**config.mk**
```make
export PLATFORM = sky130hd
export DESIGN_NAME = mdio_vendor_register_bank
export DESIGN_NICKNAME = d
export VERILOG_FILES = /design/src/rtl/mdio_vendor_pkg.sv /design/src/rtl/mdio_vendor_register_bank.sv /design/src/rtl/status_latch_cell.sv
export VERILOG_INCLUDE_DIRS = /design/src /design/src/rtl
export SDC_FILE = /design/constraint.sdc
export NUM_CORES = 1
export LEC_CHECK = 0
export BUFFER_PORTS_ARGS = -buffer_cell sky130_fd_sc_hd__buf_2
export CAP_MARGIN = 40
export CORE_MARGIN = 2
export CORE_UTILIZATION = 55
export DETAILED_ROUTE_END_ITERATION = 8
export GPL_TIMING_DRIVEN = 0
export PLACE_DENSITY = 0.8
export SLEW_MARGIN = 20
export SYNTH_ARGS = -nofsm -noshare
export SYNTH_HDL_FRONTEND = slang
export SYNTH_SLANG_ARGS = --single-unit
```
**constraint.sdc**
```tcl
create_clock -name mclk_i -period 1.9 [get_ports mclk_i]
set_input_delay 0.19 -clock mclk_i [delete_from_list [all_inputs] [get_ports mclk_i]]
set_output_delay 0.19 -clock mclk_i [all_outputs]
set_load 0.01 [all_outputs]
```
**src/rtl/mdio_vendor_defs.svh**
```systemverilog
/*
  Constants of the vendor management register bank: register offsets,
  field positions, reset values, frame lengths and mode codes.
  Assumes inclusion by bare name from the design files of the bank.
*/
`ifndef MDIO_VENDOR_DEFS_SVH
`define MDIO_VENDOR_DEFS_SVH

// ****************************************
// Addressing
// ****************************************
`define VENDOR_DEVAD 5'h1E
`define GC_ADDR 16'h0000
`define STAT_ADDR 16'h0010
`define ERRCNT_ADDR 16'h0011
`define TEST_ADDR 16'h0012

// ****************************************
// Global control layout
// ****************************************
`define GC_RESET 16'h0610
`define GC_STORE_MASK 16'h77BF
`define GC_SOFT_RST 15
`define GC_SEL_HI 14
`define GC_SEL_LO 12
`define GC_PIN_DIS 5
`define GC_OVL_HI 4
`define GC_OVL_LO 0
`define PIN_STOPWATCH 3'h0
`define PIN_TX_SWITCH 3'h2
`define PIN_RX_SWITCH 3'h3

// ****************************************
// Frame timing, counted in management clock bits
// ****************************************
`define PREAMBLE_LEN 6'h20
`define HDR_LAST 6'h0D
`define DATA_LAST 6'h0F

// ****************************************
// Operating modes
// ****************************************
`define MODE_KR 2'h0
`define MODE_KX 2'h1
`define MODE_GP 2'h2

`endif

```
**src/rtl/mdio_vendor_pkg.sv**
```systemverilog
/*
  Types shared by the vendor register bank: the frame engine states.
  Assumes nothing of its surroundings.
*/
package mdio_vendor_pkg;
  // Frame engine position within a management frame
  typedef enum logic [1:0] {
    st_pre,
    st_hdr,
    st_ta,
    st_data
  } frame_state_t;
endpackage

```
**src/rtl/mdio_vendor_register_bank.sv**
```systemverilog
/*
  Vendor register bank behind a management serial pin pair, accepting
  long-form and short-form frames, with global control, status and
  counter registers. Assumes the management clock is far slower than
  the core clock and that datapath signals share the core clock.
*/
`timescale 1ns/1ns
`default_nettype none
`include "mdio_vendor_defs.svh"
module mdio_vendor_register_bank
  import mdio_vendor_pkg::*;
(
  input wire logic mclk_i,
  input wire logic nrst_i,
  input wire logic mdc_i,
  input wire logic mdio_i,
  input wire logic [4:0] phy_addr_i,
  input wire logic port_addr_bit0_pin_i,
  input wire logic [1:0] op_mode_i,
  input wire logic lh_cond_i,
  input wire logic ll_cond_i,
  input wire logic ro_stat_i,
  input wire logic err_pulse_i,
  output logic mdio_o,
  output logic mdio_oe_o,
  output logic dp_reset_o,
  output logic [2:0] port_pin_function_select_o,
  output logic port_pin_function_disable_o,
  output logic [4:0] pattern_check_status_select_o,
  output logic stopwatch_o,
  output logic tx_data_switch_o,
  output logic rx_data_switch_o,
  output logic test_pulse_o
);
  // ****************************************
  // Pin synchronisers
  // ****************************************
  logic [2:0] mdc_s_q; // Two sync stages plus edge history
  logic [1:0] mdio_s_q; // Same depth keeps data aligned to clock
  logic [4:0] pa_s1_q, pa_s2_q; // Port address strap
  logic [1:0] pin_s_q; // Port address bit 0 pin

  // Only the second stage is read beyond the first, plus the third MDC stage for edge detection
  always_ff @(posedge mclk_i or negedge nrst_i) begin
    if (!nrst_i) begin
      mdc_s_q <= 3'h0;
      mdio_s_q <= 2'h0;
      pa_s1_q <= 5'h00;
      pa_s2_q <= 5'h00;
      pin_s_q <= 2'h0;
    end else begin
      mdc_s_q <= {mdc_s_q[1:0], mdc_i};
      mdio_s_q <= {mdio_s_q[0], mdio_i};
      pa_s1_q <= phy_addr_i;
      pa_s2_q <= pa_s1_q;
      pin_s_q <= {pin_s_q[0], port_addr_bit0_pin_i};
    end
  end

  // ****************************************
  // Frame decode
  // ****************************************
  frame_state_t state_q; // Frame position
  logic [5:0] cnt_q; // Bit counter
  logic [13:0] hdr_q; // Start, op, port, device bits
  logic [15:0] shift_q; // Read data out, write data in
  logic [15:0] addr_q; // Long-form address pointer
  logic [15:0] acc_addr_q; // Address of the frame in flight
  logic c22_q, sel_q, rd_act_q;
  logic [1:0] op_q;
  logic mdc_rise_w, bit_w, c22_w, c45_w, sel_w, is_read_w;
  logic hdr_done_w, data_done_w, rd_stb_w, wr_stb_w;
  logic [13:0] hdr_w;
  logic [15:0] hdr_addr_w, wr_data_w, rd_data_w;

  assign mdc_rise_w = mdc_s_q[1] & ~mdc_s_q[2];
  assign bit_w = mdio_s_q[1];
  assign hdr_w = {hdr_q[12:0], bit_w};
  assign c22_w = hdr_w[13:12] == 2'h1;
  assign c45_w = hdr_w[13:12] == 2'h0;
  // Short frames need no device code; long ones need the vendor's
  assign sel_w = (hdr_w[9:5] == pa_s2_q)
    && (c22_w || (c45_w && hdr_w[4:0] == `VENDOR_DEVAD));
  assign is_read_w = c22_w ? (hdr_w[11:10] == 2'h2) : hdr_w[11];
  // Short frames reach the register sharing the low five bits
  assign hdr_addr_w = c22_w ? {11'h000, hdr_w[4:0]} : addr_q;
  assign hdr_done_w = mdc_rise_w && state_q == st_hdr
    && cnt_q == `HDR_LAST;
  assign data_done_w = mdc_rise_w && state_q == st_data
    && cnt_q == `DATA_LAST;
  assign rd_stb_w = hdr_done_w && sel_w && is_read_w;
  assign wr_stb_w = data_done_w && sel_q && !rd_act_q && op_q == 2'h1;
  assign wr_data_w = {shift_q[14:0], bit_w};

  // One step per management clock rise
  always_ff @(posedge mclk_i or negedge nrst_i) begin
    if (!nrst_i) begin
      state_q <= st_pre;
      cnt_q <= 6'h00;
      hdr_q <= 14'h0000;
      shift_q <= 16'h0000;
      addr_q <= 16'h0000;
      acc_addr_q <= 16'h0000;
      c22_q <= 1'b0;
      op_q <= 2'h0;
      sel_q <= 1'b0;
      rd_act_q <= 1'b0;
      mdio_o <= 1'b0;
      mdio_oe_o <= 1'b0;
    end else if (mdc_rise_w) begin
      case (state_q)
        st_pre: begin
          // Count ones, the first zero after a full run starts a frame
          if (bit_w) begin
            cnt_q <= (cnt_q == `PREAMBLE_LEN) ? cnt_q : cnt_q + 6'h01;
          end else if (cnt_q == `PREAMBLE_LEN) begin
            state_q <= st_hdr;
            hdr_q <= 14'h0000;
            cnt_q <= 6'h01;
          end else begin
            cnt_q <= 6'h00;
          end
        end
        st_hdr: begin
          hdr_q <= hdr_w;
          cnt_q <= cnt_q + 6'h01;
          if (cnt_q == `HDR_LAST) begin
            state_q <= st_ta;
            cnt_q <= 6'h00;
            c22_q <= c22_w;
            op_q <= hdr_w[11:10];
            sel_q <= sel_w;
            rd_act_q <= rd_stb_w;
            acc_addr_q <= hdr_addr_w;
            shift_q <= rd_data_w; // Snapshot taken with read effects
          end
        end
        st_ta: begin
          if (cnt_q == 6'h00) begin
            // First turnaround bit floats, second is driven low
            cnt_q <= 6'h01;
            mdio_oe_o <= rd_act_q;
            mdio_o <= 1'b0;
          end else begin
            state_q <= st_data;
            cnt_q <= 6'h00;
            mdio_o <= shift_q[15];
            shift_q <= {shift_q[14:0], 1'b0};
          end
        end
        st_data: begin
          shift_q <= wr_data_w;
          cnt_q <= cnt_q + 6'h01;
          if (cnt_q == `DATA_LAST) begin
            state_q <= st_pre;
            cnt_q <= 6'h00;
            mdio_oe_o <= 1'b0;
            mdio_o <= 1'b0;
            if (sel_q && !c22_q && op_q == 2'h0) begin
              addr_q <= wr_data_w; // Address frame
            end else if (sel_q && !c22_q && op_q == 2'h2) begin
              addr_q <= addr_q + 16'h0001; // Read with post-increment
            end
          end else begin
            mdio_o <= shift_q[15];
          end
        end
        default: begin
          state_q <= st_pre;
        end
      endcase
    end
  end

  // ****************************************
  // Register file
  // ****************************************
  logic [15:0] gc_q; // Global control storage
  logic [15:0] errcnt_q; // Error counter
  logic kr_w, kx_w, gp_w, lh_bit_w, ll_bit_w, inc_w;
  logic wr_gc_w, rd_stat_w, rd_cnt_w, lh_act_w, ll_act_w;
  logic [15:0] gc_next_w;

  assign kr_w = op_mode_i == `MODE_KR;
  assign kx_w = op_mode_i == `MODE_KX;
  assign gp_w = op_mode_i == `MODE_GP;
  assign lh_act_w = lh_cond_i & (kr_w | kx_w);
  assign ll_act_w = ll_cond_i & (kr_w | gp_w);
  assign inc_w = err_pulse_i & kr_w;
  assign wr_gc_w = wr_stb_w && acc_addr_q == `GC_ADDR;
  assign rd_stat_w = rd_stb_w && hdr_addr_w == `STAT_ADDR;
  assign rd_cnt_w = rd_stb_w && hdr_addr_w == `ERRCNT_ADDR;
  // Reserved and self-clearing bits are never stored
  assign gc_next_w = wr_data_w & `GC_STORE_MASK;

  // Read selection; unmapped addresses read zero
  always_comb begin
    if (hdr_addr_w == `GC_ADDR) begin
      rd_data_w = gc_q;
    end else if (hdr_addr_w == `STAT_ADDR) begin
      rd_data_w = {13'h0000, ro_stat_i, ll_bit_w, lh_bit_w};
    end else if (hdr_addr_w == `ERRCNT_ADDR) begin
      rd_data_w = errcnt_q;
    end else begin
      rd_data_w = 16'h0000;
    end
  end

  status_latch_cell #(.ACTIVE_LOW(1'b0)) u_lh (
    .mclk_i(mclk_i),
    .nrst_i(nrst_i),
    .soft_clr_i(dp_reset_o),
    .valid_i(kr_w | kx_w),
    .cond_i(lh_cond_i),
    .rd_clr_i(rd_stat_w),
    .value_o(lh_bit_w)
  );

  status_latch_cell #(.ACTIVE_LOW(1'b1)) u_ll (
    .mclk_i(mclk_i),
    .nrst_i(nrst_i),
    .soft_clr_i(dp_reset_o),
    .valid_i(kr_w | gp_w),
    .cond_i(ll_cond_i),
    .rd_clr_i(rd_stat_w),
    .value_o(ll_bit_w)
  );

  // Control, soft reset and counter; soft reset lasts one cycle
  always_ff @(posedge mclk_i or negedge nrst_i) begin
    if (!nrst_i) begin
      gc_q <= `GC_RESET;
      dp_reset_o <= 1'b0;
      errcnt_q <= 16'h0000;
      test_pulse_o <= 1'b0;
    end else begin
      dp_reset_o <= wr_gc_w && wr_data_w[`GC_SOFT_RST];
      test_pulse_o <= wr_stb_w && acc_addr_q == `TEST_ADDR
        && wr_data_w[0];
      if (dp_reset_o) begin
        gc_q <= `GC_RESET;
        errcnt_q <= 16'h0000;
      end else begin
        if (wr_gc_w) begin
          gc_q <= gc_next_w;
        end
        // A pulse landing on the clearing read is kept
        if (rd_cnt_w) begin
          errcnt_q <= {15'h0000, inc_w};
        end else if (inc_w && errcnt_q != 16'hFFFF) begin
          errcnt_q <= errcnt_q + 16'h0001;
        end
      end
    end
  end

  // ****************************************
  // Field fan-out
  // ****************************************
  logic [2:0] psel_w;
  logic pin_en_w;
  assign psel_w = gc_q[`GC_SEL_HI:`GC_SEL_LO];
  assign pin_en_w = !gc_q[`GC_PIN_DIS];

  // Pin steers one function only while the disable bit is clear
  always_ff @(posedge mclk_i or negedge nrst_i) begin
    if (!nrst_i) begin
      port_pin_function_select_o <= 3'h0;
      port_pin_function_disable_o <= 1'b0;
      pattern_check_status_select_o <= 5'h10;
      stopwatch_o <= 1'b0;
      tx_data_switch_o <= 1'b0;
      rx_data_switch_o <= 1'b0;
    end else begin
      port_pin_function_select_o <= psel_w;
      port_pin_function_disable_o <= gc_q[`GC_PIN_DIS];
      pattern_check_status_select_o <= gc_q[`GC_OVL_HI:`GC_OVL_LO];
      stopwatch_o <= pin_en_w && psel_w == `PIN_STOPWATCH
        && pin_s_q[1];
      tx_data_switch_o <= pin_en_w && psel_w == `PIN_TX_SWITCH
        && pin_s_q[1];
      rx_data_switch_o <= pin_en_w && psel_w == `PIN_RX_SWITCH
        && pin_s_q[1];
    end
  end
endmodule // mdio_vendor_register_bank
`default_nettype wire

```
**src/rtl/status_latch_cell.sv**
```systemverilog
/*
  One latched status bit: remembers an event until the bank reads it.
  Assumes the condition and the read strobe are on the bank's clock.
*/
`timescale 1ns/1ns
`default_nettype none
module status_latch_cell #(
  parameter bit ACTIVE_LOW = 1'b0
) (
  input wire logic mclk_i,
  input wire logic nrst_i,
  input wire logic soft_clr_i,
  input wire logic valid_i,
  input wire logic cond_i,
  input wire logic rd_clr_i,
  output logic value_o
);
  // ****************************************
  // Event memory
  // ****************************************
  logic ev_q; // Event seen since last read
  logic act_w; // Condition counts only in a valid mode
  logic seen_w; // Now or since last read

  assign act_w = valid_i & cond_i;
  assign seen_w = ev_q | act_w;
  // Latched-low shows the inverse sense
  assign value_o = ACTIVE_LOW ? ~seen_w : seen_w;

  // Read clears, but a live condition re-arms in the same cycle
  always_ff @(posedge mclk_i or negedge nrst_i) begin
    if (!nrst_i) begin
      ev_q <= 1'b0;
    end else if (soft_clr_i) begin
      ev_q <= 1'b0;
    end else if (rd_clr_i) begin
      ev_q <= act_w;
    end else begin
      ev_q <= seen_w;
    end
  end
endmodule // status_latch_cell
`default_nettype wire

```
[Yosys cells after proc, flatten, opt, wreduce, memory -nomap -nowiden]
Cells that the tools add are included.
Word-level totals
  register bits after elaboration: 141
  input port bits: 16
  output and inout port bits: 16
  word-level logic and storage cells: 163
Cells by class
  add/sub/neg operators: 3
  eq/ne operators: 27
  muxes and demuxes: 41
  bitwise operators: 10
  reduce and logical (&&, ||, !) cells: 53
Operators by type and width (number)
  $mux 16: 13
  $eq 16x5->1 const B: 3
  $pmux 16 s3: 1
  $add 16x1->16 const B: 2
  $logic_not 16->1: 2
  $logic_and 1x1->1: 27
  $mux 13: 2
  $pmux 13 s2: 1
  $mux 6: 4
  $pmux 6 s4: 1
  $ne 16x16->1 const B: 1
  $reduce_and 4->1: 4
  $eq 6x4->1 const B: 2
  $mux 1: 11
  $eq 2x2->1 const B: 5
  $mux 2: 5
  $eq 2x1->1 const B: 4
  $logic_not 2->1: 4
  $ne 2x2->1 const B: 4
  $pmux 2 s4: 1
  $reduce_bool 2->1: 4
  $add 6x1->6 const B: 1
  $eq 3x2->1 const B: 2
  $eq 6x6->1 const B: 1
  16 further kinds: 29

[Logic depth before layout (Yosys ltp)]
  word-level depth: 10
  gate-level depth with buffers: 9
  gate-level depth less buffers: 8

[Cells and area by module]
A second synthesis with hierarchy kept.
Second synthesis, totals
  cell total of the unflattened synthesis: 661
  area, all modules: 6734.0 µm²
Modules (own cells, without submodules)
  mdio_vendor_register_bank: instances 1, cells an instance 651, area an instance 6635.1 µm², sequential area each 3408.3 µm²
  status_latch_cell (u_lh): instances 1, cells an instance 5, area an instance 50.0 µm², sequential area each 25.0 µm²
  status_latch_cell (u_ll): instances 1, cells an instance 5, area an instance 48.8 µm², sequential area each 25.0 µm²

[Worst setup path before layout]
Ideal clock, no wire load.
  kind: register -> register
  start: reg cnt_q[0]
  end: reg state_q[1]
  data arrival time: 1.949 ns
  setup slack: -0.173 ns
  stages on the path, launching flop included: 9
  buffers on the path: 0
  cells stage by stage: dfrtp_1 -> inv_1 -> ha_1 -> nor3b_1 -> nand3b_1 -> or2_1 -> a21oi_1 -> nor3b_2 -> mux2_2
Between the ends
  cells in the longest elaborated chain, start to end: 3
  elaborated cells between the ends (all ways): 9
Ends and longest elaborated chain
  from (decl): line mdio_vendor_register_bank.sv:64  | logic [5:0] cnt_q;
  from (signal assigned): line mdio_vendor_register_bank.sv:115  | cnt_q <= (cnt_q == `PREAMBLE_LEN) ? cnt_q : cnt_q + 6'h01;
  from (signal assigned): line mdio_vendor_register_bank.sv:126  | cnt_q <= cnt_q + 6'h01;
  from (signal assigned): line mdio_vendor_register_bank.sv:153  | cnt_q <= cnt_q + 6'h01;
  $eq 6x6->1 (no line) (tied with other cells)
  $ne 2x2->1 (no line) / $ne 2x1->1 (equally long branches)
  $reduce_and 6->1 (no line) (*)
  to (signal assigned): line mdio_vendor_register_bank.sv:98  | state_q <= st_pre;
  to (signal assigned): line mdio_vendor_register_bank.sv:117  | state_q <= st_hdr;
  to (signal assigned): line mdio_vendor_register_bank.sv:128  | state_q <= st_ta;
  to (decl): line mdio_vendor_register_bank.sv:63  | frame_state_t state_q;
Every way passes the cells marked *; elsewhere a longest branch is shown, timed or not.
A chain may end at the register's enable or synchronous reset.

[Final worst setup path]
  start: reg rd_act_q
  end: reg gc_q[12]
Between the ends
  cells in the longest elaborated chain, start to end: 5
Ends and longest elaborated chain
  from (decl): line mdio_vendor_register_bank.sv:69  | logic c22_q, sel_q, rd_act_q;
  from (signal assigned): line mdio_vendor_register_bank.sv:133  | rd_act_q <= rd_stb_w;
  $logic_not 1->1: line mdio_vendor_register_bank.sv:92  | assign wr_stb_w = data_done_w && sel_q && !rd_act_q && op_q == 2'h1;
  $logic_and 1x1->1 (2 in series): line mdio_vendor_register_bank.sv:92
  $logic_and 1x1->1 (no line)
  $reduce_bool 2->1 (no line)
  to (signal assigned): line mdio_vendor_register_bank.sv:232  | gc_q <= `GC_RESET;
  to (signal assigned): line mdio_vendor_register_bank.sv:241  | gc_q <= `GC_RESET;
  to (signal assigned): line mdio_vendor_register_bank.sv:245  | gc_q <= gc_next_w;
  to (decl): line mdio_vendor_register_bank.sv:178  | logic [15:0] gc_q;
Every way passes these cells.

==> flow_summary_export.csv <==
group,metric,value,unit
placement,dpl.hpwl,10800,um
placement,portBuffers,31,
floorplanning,die_area,12800,um2
detailed_routing,drc_errors,1,
detailed_routing,first_pass_iters,8,
worst_hold_path,worstHoldPathCells,3,
power_and_ir_drop,powerDensity,775,nW/um2
worst_setup_path,required,2.19,ns
floorplanning,core_area,11500,um2
clock_network,cts_tree,"done",
power_and_ir_drop,power_frac_clock,0.492,
detailed_routing,via_count,6347,
detailed_routing,routed_wl,21500,um
floorplanning,top_level_ports,32,
detailed_routing,postRouteAntennaNets,0,
grt,grt_pass1_vias,5866,
outcome,violations,"DRC, setup timing",
synth,synth_seq_area_share,0.530,
power_and_ir_drop,power.leakage,3.97,nW
power_and_ir_drop,pwr-share-seq,0.447,
sta,finClkSkew,0.00950,ns
sta,hold_slack,0.0623,ns
detailed_routing,wl_per_cell,22.7,um
clock_network,insertion_delay,0.44,ns
detailed_routing,via_per_inst,6.72,
sta,fin_ws,-0.393,ns
run,cap_viol_max_count,0,
synth,synth_edf_count,0,
clock_network,clkSinkCount,138,
clock_network,clk_pin_slew,0.06,ns
synth,synthCells,669,
placement,dp_worst_setup_slack,-0.562,ns
sta,hold_viol_final,0,
power_and_ir_drop,pwr-share-comb,0.061,
worst_setup_path,crit_type,"reg -> reg",
sta,period_share,1.21,
grt,grt_pass1_wl,29900,um
cells_and_area,final_cells,944,
synth,synthArstFlopShare,1.00,
synth,syn_avg_cell_area,9.75,um2
worst_setup_path,critPathLaunchType,"register",
synth,synth_nets,695,
grt,antenna_found_initial,0,
detailed_routing,dr.first_iter.drc_count,928,
worst_setup_path,r2r_cells,7,
power_and_ir_drop,max-vdd-ir-drop,0.762,mV
synth,synthDistinctLibCells,56,
floorplanning,fp.dieW,113,um
worst_hold_path,min_path_type,"in -> reg",
floorplanning,dieHeight,113,um
cells_and_area,fill_cells,606,
cells_and_area,area_growth,37.9,%
worst_setup_path,crit_fanout,5,
worst_setup_path,critPathArrivalTime,2.59,ns
power_and_ir_drop,cellInternalPower,5.33,mW
sta,rsz0062_at_grt,"yes",
synth,yosys_warnings,0,
clock_network,cts_buffers,17,
grt,grt_max_degree,91,
cells_and_area,final_layout_size_suffix_gt1_frac,0.365,
cells_and_area,final_cell_mix,"dfrtp_1, nand2_1, nor2_1",
outcome,status,"finished with violations",
sta,setup_viol,85,
power_and_ir_drop,p_sw,1.64,mW
worst_setup_path,end_kind,"register",
cells_and_area,final_common_cell,"dfrtp_1",
clock_network,root_buffer,"clkbuf_16",
power_and_ir_drop,switching_share,0.236,
floorplanning,initial_core_util,0.567,
placement,place_inst,845,
grt,track_usage,0.303,
cells_and_area,finish.utilization,0.781,
sta,tightest_slew,0.627,ns
synth,synth_area,6530,um2
clock_network,clock_path_buffers,2,
cells_and_area,diodes,0,
grt,grt-ovfl-total,0,
sta,fmax,436,MHz
synth,yosys_most_used_dff,"dfrtp_1",
sta,min_period,2.29,ns
clock_network,htreeDepth,4,
floorplanning,row_count,39,
cells_and_area,final_nets,814,
sta,relSlewSlack,0.582,
placement,gp_congestion,0.882,
sta,slew_viol_final,0,
synth,synth_seq_cells,138,
==> power groups by stage <==
stage	Sequential, mW	Clock (mW)	Combinational (mW)
6_report	3.12	3.43	0.425
5_1_grt	3.12	3.55	0.463
4_1_cts	3.10	3.39	0.326
3_5_place_dp	3.15	0	0.255
3_3_place_gp	3.14	0	0.230
2_1_floorplan	3.12	0	0.138
==> registers in the layout, indices dropped and copies added, names as in the netlist, 2 cells and up <==
signal	flops
acc_addr_q	16
addr_q	16
cnt_q	6
errcnt_q	16
gc_q	13
hdr_q	13
mdc_s_q	3
mdio_s_q	2
op_q	2
pa_s1_q	5
pa_s2_q	5
pattern_check_status_select_o	5
pin_s_q	2
port_pin_function_select_o	3
shift_q	16
state_q	2
==> critical path: stages, from the launching register on <==
cell and delay (ns):
dfrtp_1 0.42, nor4b_2 0.33, nand4_1 0.26, nor3_4 0.30, nor3b_4 0.37, buf_6 0.19
mux2i_1 0.21, nor2_1 0.06
==> synth_stat cells, drive strengths merged, types with 3 or more instances <==
cell type | count | share of area
a21o | 5 | 0.0058
a21oi | 50 | 0.038
a22o | 14 | 0.019
a311oi | 3 | 0.0040
a31oi | 18 | 0.017
and2 | 7 | 0.0067
and3 | 10 | 0.010
and4 | 5 | 0.0067
buf | 10 | 0.0090
clkbuf | 20 | 0.012
dfrtp | 134 | 0.51
dfstp | 4 | 0.016
ha | 10 | 0.019
inv | 9 | 0.0052
mux2 | 6 | 0.010
mux2i | 19 | 0.029
nand2 | 94 | 0.054
nand2b | 12 | 0.012
nand3 | 19 | 0.015
nand4 | 13 | 0.013
nor2 | 75 | 0.043
nor3 | 12 | 0.012
nor3b | 8 | 0.012
nor4 | 7 | 0.0067
nor4b | 3 | 0.0040
o21a | 4 | 0.0046
o21ai | 39 | 0.030
o22ai | 6 | 0.0058
o31ai | 9 | 0.011
or2 | 4 | 0.0038
or3 | 5 | 0.0048
xnor2 | 7 | 0.0094
xor2 | 12 | 0.016
==> layer usage <==
metal,vias to the layer above,global-route usage,routed length (um)
met3,122,0.0546,2150
met2,489,0.494,10400
met1,3114,0.390,7830
li1,2622,-,-
met4,0,0.159,1130
met5,-,0,0
==> worst paths after layout <==
path,startpoint,endpoint,slack [ns]
worst max-delay path,rd_act_q,gc_q[12],-0.39
worst min-delay path,ll_cond_i,u_ll.ev_q,0.06
worst max register to register,rd_act_q,gc_q[12],-0.39
worst min register to register,mdio_s_q[0],mdio_s_q[1],0.34
max in group asynchronous,nrst_i,addr_q[14],0.83
min in group asynchronous,nrst_i,cnt_q[1],0.26
==> metrics by stage <==
step	power (mW)	area [um2]	setup TNS, ns
finish	6.97	9000	-15.11
global route	7.14	9000	-19.32
CTS	6.82	8400	-3.88
detailed placement	3.41	6980	-31.23
global placement	3.37	6940	-180.04
floorplan	3.26	6600	-0.999
==> logic make-up (layout without fill, tap and decap cells) <==
family / after synthesis / in the layout / share of synthesized area
XOR/XNOR: 19 / 19 / 0.0255
multiplexers: 25 / 25 / 0.0395
adder cells (fa/ha/maj): 10 / 10 / 0.0192
AND/OR/NAND/NOR: 282 / 282 / 0.214
buffers and inverters: 39 / 171 / 0.0257
AO/OA/AOI/OAI: 156 / 156 / 0.147
flip-flops: 138 / 138 / 0.530
==> cell type report <==
| cell class | count | area, um2 | area share |
|---|---|---|---|
| plain buffers | 28 | 234 | 0.0260 |
| clock buffers | 20 | 457 | 0.0508 |
| clock inverters | 12 | 148 | 0.0164 |
| inverters | 9 | 36.3 | 0.00403 |
| multi-input cells | 492 | 3610 | 0.401 |
| flip-flops and latches | 138 | 3480 | 0.387 |
| well taps | 143 | 179 | 0.0199 |
| repair buffers | 102 | 857 | 0.0952 |
==> repair_timing <==
item,in CTS,in global routing
setup endpoints to repair,102,101
endpoints found under the hold margin,56,0
buffers inserted,36,19
hold buffers,9,0
pin swaps,22,37
cloned,4,3
resized for setup,112,123
Power figures use the tool's default switching activity.
